### config.mk
export PLATFORM = sky130hd
export DESIGN_NAME = poss_supervisor
export DESIGN_NICKNAME = d
export VERILOG_FILES = /design/src/common/poss_pkg.sv /design/src/poss_hold_timer.sv /design/src/poss_supervisor.sv
export SDC_FILE = /design/constraint.sdc
export NUM_CORES = 1
export LEC_CHECK = 0
export BUFFER_PORTS_ARGS = -buffer_cell sky130_fd_sc_hd__buf_2
export CORE_ASPECT_RATIO = 0.7
export CORE_MARGIN = 2
export CORE_UTILIZATION = 40
export DETAILED_ROUTE_END_ITERATION = 8
export SYNTH_ARGS = -nofsm -noshare
export SYNTH_HDL_FRONTEND = slang
export SYNTH_SLANG_ARGS = --single-unit
### constraint.sdc
create_clock -name hclk -period 6.2 [get_ports hclk]
set_input_delay 0.31 -clock hclk [delete_from_list [all_inputs] [get_ports hclk]]
set_output_delay 0.31 -clock hclk [all_outputs]
set_load 0.03 [all_outputs]
### src/common/poss_pkg.sv
// Package for the proportional output safety supervisor.
// Assumes a 50 MHz system clock and AHB-Lite register access with 32-bit data.
package poss_pkg;
    // Clock rate and derived timing.
    localparam int unsigned CLK_HZ = 50000000;
    localparam int unsigned HOLD_OFF_MS = 250;
    localparam int unsigned HOLD_OFF_CYC = CLK_HZ / 1000 * HOLD_OFF_MS;
    // Carrier range in Hz and dither limits.
    localparam int unsigned PWM_HZ_MIN = 33;
    localparam int unsigned PWM_HZ_MAX = 4000;
    localparam int unsigned DITHER_HZ_MAX = 250;
    // Current codes are in milliamperes.
    localparam logic [15:0] TRIP_MA_MIN = 16'd5000;
    localparam logic [15:0] TRIP_MA_MAX = 16'd5250;
    localparam logic [15:0] TRIP_MA_RST = 16'd5000;
    localparam logic [15:0] DITHER_MA_MAX = 16'd500;
    localparam int unsigned DITHER_STEPS = 8;
    // Register byte offsets.
    localparam logic [7:0] OFF_CTRL = 8'h00;
    localparam logic [7:0] OFF_DUTY = 8'h04;
    localparam logic [7:0] OFF_PERIOD = 8'h08;
    localparam logic [7:0] OFF_DITHER = 8'h0c;
    localparam logic [7:0] OFF_TRIP = 8'h10;
    localparam logic [7:0] OFF_STATUS = 8'h14;
    localparam logic [7:0] OFF_CURRENT = 8'h18;
    // Control register fields.
    localparam int unsigned CTRL_EN_BIT = 0;
    localparam int unsigned CTRL_MODE_LSB = 1;
    localparam int unsigned CTRL_OCRST_BIT = 3;
    localparam int unsigned CTRL_APPRUN_BIT = 4;
    localparam int unsigned CTRL_GREEN_BIT = 5;
    localparam int unsigned CTRL_RED_BIT = 6;
    localparam int unsigned CTRL_DITHEN_BIT = 7;
    // Status register fields.
    localparam int unsigned ST_OC_BIT = 0;
    localparam int unsigned ST_OVL_BIT = 4;
    localparam int unsigned ST_MODE_BIT = 5;
    localparam int unsigned ST_SAFE_BIT = 6;
    localparam int unsigned ST_SEC_BIT = 7;
    localparam int unsigned ST_SUP_BIT = 8;
    localparam int unsigned ST_FB_BIT = 9;
    // Reset values.
    localparam logic [15:0] PERIOD_RST = 16'd50000;
    localparam logic [1:0] MODE_RST = 2'd0;
    // Output modes; code 3 is not a legal selection.
    typedef enum logic [1:0] {
        POSS_MODE_OFF = 2'd0,
        POSS_MODE_OPEN = 2'd1,
        POSS_MODE_CLOSED = 2'd2,
        POSS_MODE_BAD = 2'd3
    } poss_mode_t;
endpackage

### src/poss_hold_timer.sv
// Reports when a condition has stood for a full count.
// Assumes the condition comes from logic on the same clock.
`timescale 1ns/1ns
module poss_hold_timer #(
    parameter int unsigned COUNT = 12500000
) (
    input wire logic hclk,
    input wire logic hresetn,
    input wire logic cond,
    output logic done
);
    localparam int unsigned W = $clog2(COUNT + 1);
    logic [W-1:0] cnt_reg;
    logic [W-1:0] cnt_next;

    initial begin
        if (COUNT < 1) begin
            $error("Hold count must be at least one cycle.");
        end
    end

    // A dropped condition restarts the count.
    always_comb begin
        cnt_next = cnt_reg;
        if (!cond) begin
            cnt_next = '0;
        end else if (cnt_reg != W'(COUNT)) begin
            cnt_next = cnt_reg + W'(1);
        end
    end

    always_ff @(posedge hclk or negedge hresetn) begin
        if (!hresetn) begin
            cnt_reg <= '0;
        end else begin
            cnt_reg <= cnt_next;
        end
    end

    assign done = cond && (cnt_reg == W'(COUNT));
endmodule

### src/poss_supervisor.sv
// Supervisor for one proportional output with a redundant high-side switch.
// Assumes AHB-Lite from the primary, pins from the secondary and the analog front end.
// Behaviour
// - Over-current above the trip threshold (5 to 5.25 A) latches the driver off.
// - The trip latch holds until software resets it; then driving may resume.
// - Carrier period is programmable for about 763 Hz (16-bit period) to 4000 Hz, or fixed.
// - Optional dither in discrete steps up to 250 Hz and 0.5 A.
// - Sourcing passes a primary switch and a secondary switch in series.
// - The secondary may open the redundant switch at any moment.
// - An opened redundant switch stays open at least 250 ms.
// - Output follows the primary command only while the redundant switch is closed.
// - Secondary gets a digital feedback of the real redundant switch state.
// - Primary gets a measured current value for the output.
// - Overload sets bit 4; 250 ms commanded off clears it; driving also waits for the trip latch reset.
// - Invalid mode sets bit 5; cleared once a valid mode is selected.
// - Safety layer failure sets bit 6 until power cycle.
// - Secondary disable sets bit 7; clears after 250 ms off, primary off, re-enable.
// - Supply out of range sets bit 8; cleared when all off and supply good.
// - Before the application runs, green is on and red off.
// - Green-pipe yellow is primary firmware, red-pipe yellow is secondary.
// - An enabled yellow overrides the green or red sharing its pipe.
// - Software cannot drive the yellow indicators.
//
// The implementer's own choices: the AHB-Lite interface to the registers and the address map.
`timescale 1ns/1ns
module poss_supervisor
#(
    parameter int unsigned HOLD_CYC = poss_pkg::HOLD_OFF_CYC,
    parameter bit FIXED_FREQ = 1'b0
) (
    input wire logic hclk,
    input wire logic hresetn,
    input wire logic hsel,
    input wire logic [31:0] haddr,
    input wire logic [1:0] htrans,
    input wire logic hwrite,
    input wire logic [2:0] hsize,
    input wire logic [31:0] hwdata,
    input wire logic hready,
    output logic [31:0] hrdata,
    output logic hreadyout,
    output logic hresp,
    input wire logic [15:0] current_ma,
    input wire logic sec_switch_open,
    input wire logic sec_reenable,
    input wire logic sec_switch_fb_pin,
    input wire logic safety_fail,
    input wire logic supply_ok,
    input wire logic fw_yellow_green,
    input wire logic sec_yellow_red,
    output logic proportional_output,
    output logic redundant_high_side_switch,
    output logic sec_switch_fb,
    output logic led_green,
    output logic led_red,
    output logic led_yellow_green,
    output logic led_yellow_red
);
    import poss_pkg::*;

    initial begin
        if (HOLD_CYC < 1) begin
            $error("Hold-off count must be at least one cycle.");
        end
    end

    // Two-flop synchronisers for the pins.
    logic [5:0] sync1_reg;
    logic [5:0] sync2_reg;
    logic [5:0] pins_in;
    assign pins_in = {sec_switch_open, sec_reenable, sec_switch_fb_pin,
                      safety_fail, supply_ok, sec_yellow_red};
    always_ff @(posedge hclk or negedge hresetn) begin
        if (!hresetn) begin
            sync1_reg <= 6'h02;
            sync2_reg <= 6'h02;
        end else begin
            sync1_reg <= pins_in;
            sync2_reg <= sync1_reg;
        end
    end
    logic s_open, s_reen, s_fb, s_fail, s_supok, s_yel_red;
    assign {s_open, s_reen, s_fb, s_fail, s_supok, s_yel_red} = sync2_reg;

    // Address phase capture; zero wait states.
    logic wr_pend_reg, wr_pend_next;
    logic rd_pend_reg, rd_pend_next;
    logic [7:0] addr_reg, addr_next;
    logic addr_take;
    assign addr_take = hsel && hready && htrans[1];
    always_comb begin
        wr_pend_next = addr_take && hwrite;
        rd_pend_next = addr_take && !hwrite;
        addr_next = addr_take ? haddr[7:0] : addr_reg;
    end
    always_ff @(posedge hclk or negedge hresetn) begin
        if (!hresetn) begin
            wr_pend_reg <= 1'b0;
            rd_pend_reg <= 1'b0;
            addr_reg <= 8'h00;
        end else begin
            wr_pend_reg <= wr_pend_next;
            rd_pend_reg <= rd_pend_next;
            addr_reg <= addr_next;
        end
    end
    assign hreadyout = 1'b1;
    assign hresp = 1'b0;

    // Software registers; yellow lamps have no field here on purpose.
    logic [7:0] ctrl_reg, ctrl_next;
    logic [15:0] duty_reg, duty_next;
    logic [15:0] period_reg, period_next;
    logic [15:0] dith_reg, dith_next;
    logic [15:0] trip_reg, trip_next;
    logic oc_rst_pulse;
    logic wr_hit;
    assign wr_hit = wr_pend_reg;
    always_comb begin
        ctrl_next = ctrl_reg;
        duty_next = duty_reg;
        period_next = period_reg;
        dith_next = dith_reg;
        trip_next = trip_reg;
        oc_rst_pulse = 1'b0;
        ctrl_next[CTRL_OCRST_BIT] = 1'b0;
        if (wr_hit) begin
            unique case (addr_reg)
                OFF_CTRL: begin
                    ctrl_next = hwdata[7:0];
                    ctrl_next[CTRL_OCRST_BIT] = 1'b0;
                    oc_rst_pulse = hwdata[CTRL_OCRST_BIT];
                end
                OFF_DUTY: duty_next = hwdata[15:0];
                OFF_PERIOD: begin
                    if (!FIXED_FREQ) begin
                        period_next = hwdata[15:0];
                    end
                end
                OFF_DITHER: dith_next = hwdata[15:0];
                OFF_TRIP: begin
                    // Clamp into the trip window.
                    if (hwdata[15:0] < TRIP_MA_MIN) begin
                        trip_next = TRIP_MA_MIN;
                    end else if (hwdata[15:0] > TRIP_MA_MAX) begin
                        trip_next = TRIP_MA_MAX;
                    end else begin
                        trip_next = hwdata[15:0];
                    end
                end
                default: ;
            endcase
        end
    end
    always_ff @(posedge hclk or negedge hresetn) begin
        if (!hresetn) begin
            ctrl_reg <= 8'h00;
            duty_reg <= 16'h0000;
            period_reg <= PERIOD_RST;
            dith_reg <= 16'h0000;
            trip_reg <= TRIP_MA_RST;
        end else begin
            ctrl_reg <= ctrl_next;
            duty_reg <= duty_next;
            period_reg <= period_next;
            dith_reg <= dith_next;
            trip_reg <= trip_next;
        end
    end

    // Clamp the period up to the 4000 Hz carrier minimum in cycles; PER_MAX is not applied.
    localparam logic [15:0] PER_MIN = 16'(CLK_HZ / PWM_HZ_MAX);
    localparam logic [20:0] PER_MAX = 21'(CLK_HZ / PWM_HZ_MIN);
    logic [15:0] period_eff;
    assign period_eff = (period_reg < PER_MIN) ? PER_MIN : period_reg;

    poss_mode_t mode;
    logic cmd_on;
    assign mode = poss_mode_t'(ctrl_reg[CTRL_MODE_LSB +: 2]);
    assign cmd_on = ctrl_reg[CTRL_EN_BIT] && (duty_reg != 16'h0000);

    // Hold timers: switch open, command off.
    logic sw_off_held, cmd_off_held;
    logic rsw_reg, rsw_next;
    poss_hold_timer #(.COUNT(HOLD_CYC)) u_sw_hold (
        .hclk(hclk),
        .hresetn(hresetn),
        .cond(!rsw_reg),
        .done(sw_off_held)
    );
    poss_hold_timer #(.COUNT(HOLD_CYC)) u_cmd_hold (
        .hclk(hclk),
        .hresetn(hresetn),
        .cond(!cmd_on),
        .done(cmd_off_held)
    );

    // Fault flags; a set beats a same-cycle clear.
    logic oc_reg, oc_next;
    logic [8:4] st_reg, st_next;
    logic over_i;
    assign over_i = current_ma > trip_reg;
    always_comb begin
        oc_next = oc_reg;
        st_next = st_reg;
        rsw_next = rsw_reg;
        if (oc_rst_pulse) begin
            oc_next = 1'b0;
        end
        if (over_i) begin
            oc_next = 1'b1;
        end
        if (cmd_off_held) begin
            st_next[ST_OVL_BIT] = 1'b0;
        end
        if (over_i) begin
            st_next[ST_OVL_BIT] = 1'b1;
        end
        st_next[ST_MODE_BIT] = (mode == POSS_MODE_BAD);
        if (s_fail) begin
            st_next[ST_SAFE_BIT] = 1'b1;
        end
        if (!cmd_on && s_supok) begin
            st_next[ST_SUP_BIT] = 1'b0;
        end
        if (!s_supok) begin
            st_next[ST_SUP_BIT] = 1'b1;
        end
        // Re-enable needs off time, command off and a request.
        if (rsw_reg == 1'b0 && sw_off_held && !cmd_on && s_reen && !s_open) begin
            rsw_next = 1'b1;
            st_next[ST_SEC_BIT] = 1'b0;
        end
        if (s_open) begin
            rsw_next = 1'b0;
            st_next[ST_SEC_BIT] = 1'b1;
        end
    end
    always_ff @(posedge hclk or negedge hresetn) begin
        if (!hresetn) begin
            oc_reg <= 1'b0;
            st_reg <= 5'h00;
            rsw_reg <= 1'b1;
        end else begin
            oc_reg <= oc_next;
            st_reg <= st_next;
            rsw_reg <= rsw_next;
        end
    end

    // Dither: a stepped-rate square offset.
    localparam int unsigned DSTEP_CYC = CLK_HZ / (2 * DITHER_HZ_MAX);
    logic [31:0] dcnt_reg, dcnt_next;
    logic dphase_reg, dphase_next;
    logic [31:0] dlimit;
    logic [15:0] damp;
    assign dlimit = DSTEP_CYC * (32'(dith_reg[2:0]) + 32'd1);
    assign damp = (dith_reg[15:8] > 8'(DITHER_MA_MAX / 4)) ? 16'(DITHER_MA_MAX / 4)
                                                          : {8'h00, dith_reg[15:8]};
    always_comb begin
        dcnt_next = dcnt_reg + 32'd1;
        dphase_next = dphase_reg;
        if (dcnt_reg + 32'd1 >= dlimit) begin
            dcnt_next = 32'd0;
            dphase_next = !dphase_reg;
        end
    end
    always_ff @(posedge hclk or negedge hresetn) begin
        if (!hresetn) begin
            dcnt_reg <= 32'd0;
            dphase_reg <= 1'b0;
        end else begin
            dcnt_reg <= dcnt_next;
            dphase_reg <= dphase_next;
        end
    end

    // Carrier counter; dither shifts the compare level.
    logic [15:0] pcnt_reg, pcnt_next;
    logic pwm_reg, pwm_next;
    logic [16:0] level;
    always_comb begin
        pcnt_next = (pcnt_reg + 16'd1 >= period_eff) ? 16'd0 : pcnt_reg + 16'd1;
        level = {1'b0, duty_reg};
        if (ctrl_reg[CTRL_DITHEN_BIT]) begin
            level = dphase_reg ? level + 17'(damp) : ((level > 17'(damp)) ? level - 17'(damp) : 17'd0);
        end
        pwm_next = 17'(pcnt_reg) < level;
    end
    always_ff @(posedge hclk or negedge hresetn) begin
        if (!hresetn) begin
            pcnt_reg <= 16'd0;
            pwm_reg <= 1'b0;
        end else begin
            pcnt_reg <= pcnt_next;
            pwm_reg <= pwm_next;
        end
    end

    // Output gating by both switches and all flags.
    logic drive_ok;
    assign drive_ok = cmd_on && !oc_reg && (st_reg == 5'h00) && (mode != POSS_MODE_OFF);
    always_ff @(posedge hclk or negedge hresetn) begin
        if (!hresetn) begin
            proportional_output <= 1'b0;
        end else begin
            proportional_output <= pwm_reg && drive_ok && rsw_reg;
        end
    end
    assign redundant_high_side_switch = rsw_reg;
    assign sec_switch_fb = s_fb;

    // Lamps; yellow lines come only from firmware and secondary pins.
    logic app_run;
    assign app_run = ctrl_reg[CTRL_APPRUN_BIT];
    logic yg_sync1_reg, yg_sync2_reg;
    always_ff @(posedge hclk or negedge hresetn) begin
        if (!hresetn) begin
            yg_sync1_reg <= 1'b0;
            yg_sync2_reg <= 1'b0;
        end else begin
            yg_sync1_reg <= fw_yellow_green;
            yg_sync2_reg <= yg_sync1_reg;
        end
    end
    assign led_yellow_green = yg_sync2_reg;
    assign led_yellow_red = s_yel_red;
    assign led_green = !yg_sync2_reg && (app_run ? ctrl_reg[CTRL_GREEN_BIT] : 1'b1);
    assign led_red = !s_yel_red && app_run && ctrl_reg[CTRL_RED_BIT];

    // Read data; measured current lets the primary check its own switch.
    always_ff @(posedge hclk or negedge hresetn) begin
        if (!hresetn) begin
            hrdata <= 32'h0000_0000;
        end else if (addr_take && !hwrite) begin
            unique case (haddr[7:0])
                OFF_CTRL: hrdata <= {24'h000000, ctrl_reg};
                OFF_DUTY: hrdata <= {16'h0000, duty_reg};
                OFF_PERIOD: hrdata <= {16'h0000, period_eff};
                OFF_DITHER: hrdata <= {16'h0000, dith_reg};
                OFF_TRIP: hrdata <= {16'h0000, trip_reg};
                OFF_STATUS: hrdata <= {22'h000000, s_fb, st_reg, 3'h0, oc_reg};
                OFF_CURRENT: hrdata <= {16'h0000, current_ma};
                default: hrdata <= 32'h0000_0000;
            endcase
        end
    end

    // Checks on the safety behaviour.
    logic unused_rd;
    assign unused_rd = rd_pend_reg ^ (PER_MAX == 21'd0) ^ |hsize;
    AST_TRIP_LATCH: assert property (@(posedge hclk) disable iff (!hresetn)
        over_i |=> oc_reg) else $error("Over-current did not latch.");
    AST_TRIP_HOLD: assert property (@(posedge hclk) disable iff (!hresetn)
        oc_reg && !oc_rst_pulse |=> oc_reg) else $error("Trip cleared without reset.");
    AST_PERIOD_MIN: assert property (@(posedge hclk) disable iff (!hresetn)
        period_eff >= PER_MIN) else $error("Carrier above range.");
    AST_OPEN_NOW: assert property (@(posedge hclk) disable iff (!hresetn)
        s_open |=> !redundant_high_side_switch) else $error("Switch not opened.");
    AST_HOLD_OPEN: assert property (@(posedge hclk) disable iff (!hresetn)
        $fell(rsw_reg) |=> !rsw_reg [*8]) else $error("Switch reopened early.");
    AST_NO_DRIVE: assert property (@(posedge hclk) disable iff (!hresetn)
        !rsw_reg |=> !proportional_output) else $error("Drive while switch open.");
    AST_SAFE_STICKY: assert property (@(posedge hclk) disable iff (!hresetn)
        st_reg[ST_SAFE_BIT] |=> st_reg[ST_SAFE_BIT]) else $error("Bit 6 cleared.");
    AST_SEC_BIT: assert property (@(posedge hclk) disable iff (!hresetn)
        s_open |=> st_reg[ST_SEC_BIT]) else $error("Bit 7 not set.");
    AST_SUP_BIT: assert property (@(posedge hclk) disable iff (!hresetn)
        !s_supok |=> st_reg[ST_SUP_BIT]) else $error("Bit 8 not set.");
    AST_BOOT_LED: assert property (@(posedge hclk) disable iff (!hresetn)
        !app_run && !led_yellow_green |-> led_green && !led_red) else $error("Boot lamps.");
    AST_YELLOW_WINS: assert property (@(posedge hclk) disable iff (!hresetn)
        led_yellow_red |-> !led_red) else $error("Red not overridden.");
    COV_TRIP: cover property (@(posedge hclk) disable iff (!hresetn) $rose(oc_reg));
    COV_SEC_OPEN: cover property (@(posedge hclk) disable iff (!hresetn) $fell(rsw_reg));
    COV_REENABLE: cover property (@(posedge hclk) disable iff (!hresetn) $rose(rsw_reg));
    COV_DRIVE: cover property (@(posedge hclk) disable iff (!hresetn) proportional_output);
endmodule

# After elaboration in Yosys (flattened, before gate mapping)

Cells that the tools add are included.
W data, S select, Z words.

Flip-flop bits (word level): 233
Bits of input ports: 97

Add/subtract/negate cells: 7
Multiply operators: 1
$lt $le $gt $ge: 9
Equal/unequal tests: 16
Mux-type cells: 29
Bitwise logic cells: 1
Reductions and logical operators: 43

Operator list:

| kind                    | count |
|---|---|
| $pmux W16 S7            | 1 |
| $mux W24                | 4 |
| $mux W16                | 4 |
| $mux W17                | 3 |
| $add A24 B1 Y24 const B | 2 |
| $eq A24 B24 Y1 const B  | 2 |
| $ne A24 B24 Y1 const B  | 2 |
| $add A32 B1 Y32 const B | 1 |
| $eq A8 B4 Y1 const B    | 4 |
| $eq A8 B5 Y1 const B    | 4 |
| $ge A32 B21 Y1          | 1 |
| $mux W32                | 1 |
| $logic_and A1 B1 Y1     | 20 |
| $add A16 B8 Y17         | 1 |
| $lt A16 B17 Y1          | 1 |
| $sub A16 B8 Y17         | 1 |
| $add A16 B1 Y16 const B | 1 |
| $eq A8 B3 Y1 const B    | 2 |
| $ge A16 B16 Y1          | 1 |
| $gt A16 B13 Y1 const B  | 1 |
| $gt A16 B16 Y1          | 1 |
| $gt A16 B8 Y1           | 1 |
| $logic_not A8 Y1        | 2 |
| $lt A16 B13 Y1 const B  | 1 |
| 16 further kinds        | 44 |

# Depth between registers and ports, before layout

Depth in word-level cells: 8
Depth in mapped cells: 23

# Cells and area by module

From an unflattened synthesis, not the netlist that was laid out.

Cell total of the unflattened synthesis: 1408
Area total of the unflattened synthesis: 13446.6 µm²

By module, submodules not included:

| module          | times used | cells each | area an instance (µm²) | sequential area each (µm²) |
|---|---|---|---|---|
| poss_supervisor | 1          | 1130       | 10791.6                | 4221.5 |
| poss_hold_timer | 2          | 139        | 1327.5                 | 600.6 |

# Least setup slack after synthesis

Ideal clock, no wire load.

Path kind: register to register
Start point: register dith_reg[0]
End point: register dphase_reg
Setup time: 0.133 ns
Arrival time: 4.753 ns
Data required time: 6.067 ns
Path slack: 1.314 ns
Cell stages (with the launch flop): 23
Path buffers: 2
Clock period less this slack: 4.886 ns
Cell sequence: dfrtp_1 -> clkbuf_1 -> inv_1 -> ha_1 -> ha_1 -> ha_1 -> ha_1 -> a21oi_1 -> o21ai_0 -> nand2_1 -> nand2_1 -> a21o_1 -> a32o_1 -> xnor2_1 -> ha_1 -> and4_1 -> a21oi_1 -> nand2_1 -> o221ai_1 -> o211ai_1 -> or4b_4 -> buf_6 -> xnor2_2

Longest elaborated chain between the ends: 3

RTL lines:

| element                  | line                   | source |
|---|---|---|
| start: declaration       | poss_supervisor.sv:114 | `logic [15:0] dith_reg, dith_next;` |
| start signal: assignment | poss_supervisor.sv:166 | `dith_reg <= dith_next;` |
| $add A3 B1 Y4            | poss_supervisor.sv:257 | `assign dlimit = DSTEP_CYC * (32'(dith_reg[2:0]) + 32'd1);` |
| $mul A12 B4 Y16          | poss_supervisor.sv:257 |  |
| $ge A32 B21 Y1           | poss_supervisor.sv:263 | `if (dcnt_reg + 32'd1 >= dlimit) begin` |
| end signal: assignment   | poss_supervisor.sv:274 | `dphase_reg <= dphase_next;` |
| end: declaration         | poss_supervisor.sv:254 | `logic dphase_reg, dphase_next;` |

No other way between the ends.
A chain may end at the register's enable or synchronous reset.

# Worst setup path in the final report

Ends and elaborated chain as after synthesis.

==> impl_metrics.ini <==
[detailed_routing]
drt_iter0_markers = 989
avgViaCountPerCell = 5.58
wl_per_cell_um = 19.5
routed_wl_um = 37300
drc = 0
drt-pass1-iter-count = 6
vias = 10700
antenna_left = 0

[outcome]
outcome = finished, final reports clean

[worst_setup_path]
worstPathRequired_ps = 6610
crit_fanout = 22
endpoint_kind = flip-flop
arrival_ps = 5740
start_kind = flip-flop
path_class = flip-flop to flip-flop

[timing]
drv_slew = 0
min_period_over_period = 0.861
max_freq_ghz = 0.187
hold_viol_final = 0
tightest_slew_ps = 1060
rsz0062_at_grt = false
fin_ws_ps = 864
layout_min_cycle_time_ps = 5340
max-slew-margin-rel = 0.293
finClkSkew_ps = 13.4
tns_ps = 0
setup_violations = 0

[logic_synthesis]
synth.avg_cell_area_um2 = 9.64
synthTopCellsByArea = dfrtp_1, ha_1, mux2_2, nor2_1, xor2_1
ys_seq_area_frac = 0.408
synthArstFlopShare = 1.00
synth_cell_types = 76
netlist_area_um2 = 13300
synth_top_area_share = 0.380
ys_warn_count = 0
netlist_instances = 1378
synthFlopType = dfrtp_1
synth-edff-count = 0
ys_ff_latch = 216
yosysTopAreaCell = dfrtp_1

[global_route]
grt_max_degree = 110
grt_pass1_wl_um = 58400
first_global_vias = 10200
grt_usage = 0.216
grt_overflow = 0
antenna_found_initial = 4

[clocking]
cts_inserted_buffers = 25
clock_sinks = 216
insertion_delay_ps = 540
cts_max_path_buffers = 3
cts_resized = 0
hold_buffers = 9
cts_tree = done
clkSlewWorstSetupHoldPaths_ps = 60
cts_root_buf = clkbuf_16
h-tree-depth = 1
post_cts_buffers = 0

[floorplanning]
placementRows = 55
fp.dieH_um = 157
io_pins = 138
die_area_um2 = 34700
start_util = 0.409
core_area_um2 = 32500
die_w_um = 222

[min_path]
hp-class = input pin to flip-flop

[finish]
fillCellCount = 3085
multi_input_area_um2 = 7400
layout-drive-gt1-share = 0.163
regArea_um2 = 5420
largest_reg_flops = 32
design_area_um2 = 15100
nets = 1673
area_growth_pct = 13.5

[placed_design]
portBuffers = 75
postPlaceCellArea_um2 = 14100
pre_cts_ws_ps = 898
place.gp.congestion = 0.905
post-dp-hpwl_um = 27500

[pwr]
irDropWorstVdd_mv = 0.156
powerDensity_nw_per_um2 = 251
leakage_nw = 7.02

[flow_run]
maxCapViolCount = 0
## synth_stat cells (33+ instances only)
library cell    n
dfrtp_1       202
nor2_1        141
ha_1          105
nand2_1        96
inv_1          76
nand3_1        65
mux2_2         62
a21oi_1        58
xor2_1         49
o21ai_0        43
xnor2_1        41
clkbuf_1       39
nand4_1        33
## critical path, stage by stage, from the launching register on
cell and delay [ps]:
dfrtp_1 530, inv_1 220, ha_1 430, ha_1 340, ha_1 280, ha_1 350, a21oi_1 160, o21ai_0 140
nand2_1 100, nand2_1 60, a21o_1 210, a32o_1 260, xnor2_1 170, ha_1 260, and4_1 220, a21oi_1 140
nand2_1 90, o221ai_1 180, o211ai_1 120, or4b_4 760, xnor2_2 190
## logic make-up after synthesis
kind of cell    count (synthesis)  synth area share
simple gates                  498             0.192
compound gates                259             0.135
flops                         216             0.408
buf+inv                       138            0.0455
fa+ha+maj                     107             0.102
xor+xnor                       91            0.0605
mux                            67            0.0564
other cells                     2          0.000565
## per-stage QoR
step	hold slack (ps)	instances	utilization	power (W)
global placement	332	1860	0.435	0.00223
CTS	55.3	1915	0.464	0.00381
finish	77.9	1916	0.464	0.00379
floorplan	14.4	1407	-	0.00203
detailed placement	339	1860	0.435	0.00224
global route	81.9	1915	0.464	0.00397
## power by group
part / leakage (nW) / internal (W) / switching [W]
combinational: 3.85 / 0.000268 / 0.000371
sequential: 2.76 / 0.00149 / 0.000103
clock: 0.407 / 0.000923 / 0.000631
total: 7.02 / 0.00268 / 0.00111
## area by class of cell
class | instances | area share
flip-flops and latches | 216 | 0.360
clock buffers | 33 | 0.0461
diodes | 1 | 0.000166
multi-input cells | 1053 | 0.491
repair buffers | 97 | 0.0380
inverters | 76 | 0.0189
clock inverters | 13 | 0.0111
well taps | 427 | 0.0354
## path summary, 6_finish.rpt
kind	startpoint	end	slack, ps	cells past startpoint
hold reg to reg	sync1_reg[3]	sync2_reg[3]	350	0
setup / recovery	dith_reg[0]	dphase_reg	860	20
min in group asynchronous	hresetn	dcnt_reg[23]	420	2
hold / removal	hwdata[15]	period_reg[15]	80	3
setup reg to reg	dith_reg[0]	dphase_reg	860	20
max in group asynchronous	hresetn	duty_reg[7]	4300	3
## routing by layer
| layer | global-route usage | routed length (um) | up-vias |
|---|---|---|---|
| met2 | 0.295 | 14500 | 373 |
| met4 | 0.0502 | 706 | 4 |
| met1 | 0.335 | 18600 | 5180 |
| met3 | 0.0554 | 3470 | 55 |
| met5 | 0 | 26 | - |
| li1 | - | - | 5086 |
## layout by cell type, fill, tap and decap left out, types with 14 or more instances in the layout
master	count
nor2b_1	17
o21ai_0	43
nand3_1	65
a22o_1	27
a21o_1	19
conb_1	31
dfrtp_1	202
ha_1	105
xnor2_1	41
nor4_1	16
nand4_1	33
nor3_1	27
mux2_2	62
buf_2	74
nor2_1	141
and3_1	18
clkbuf_16	25
xor2_1	49
a21oi_1	58
dfstp_2	14
a22oi_1	16
nand2_1	96
inv_1	76
Power figures use the tool's default switching activity.
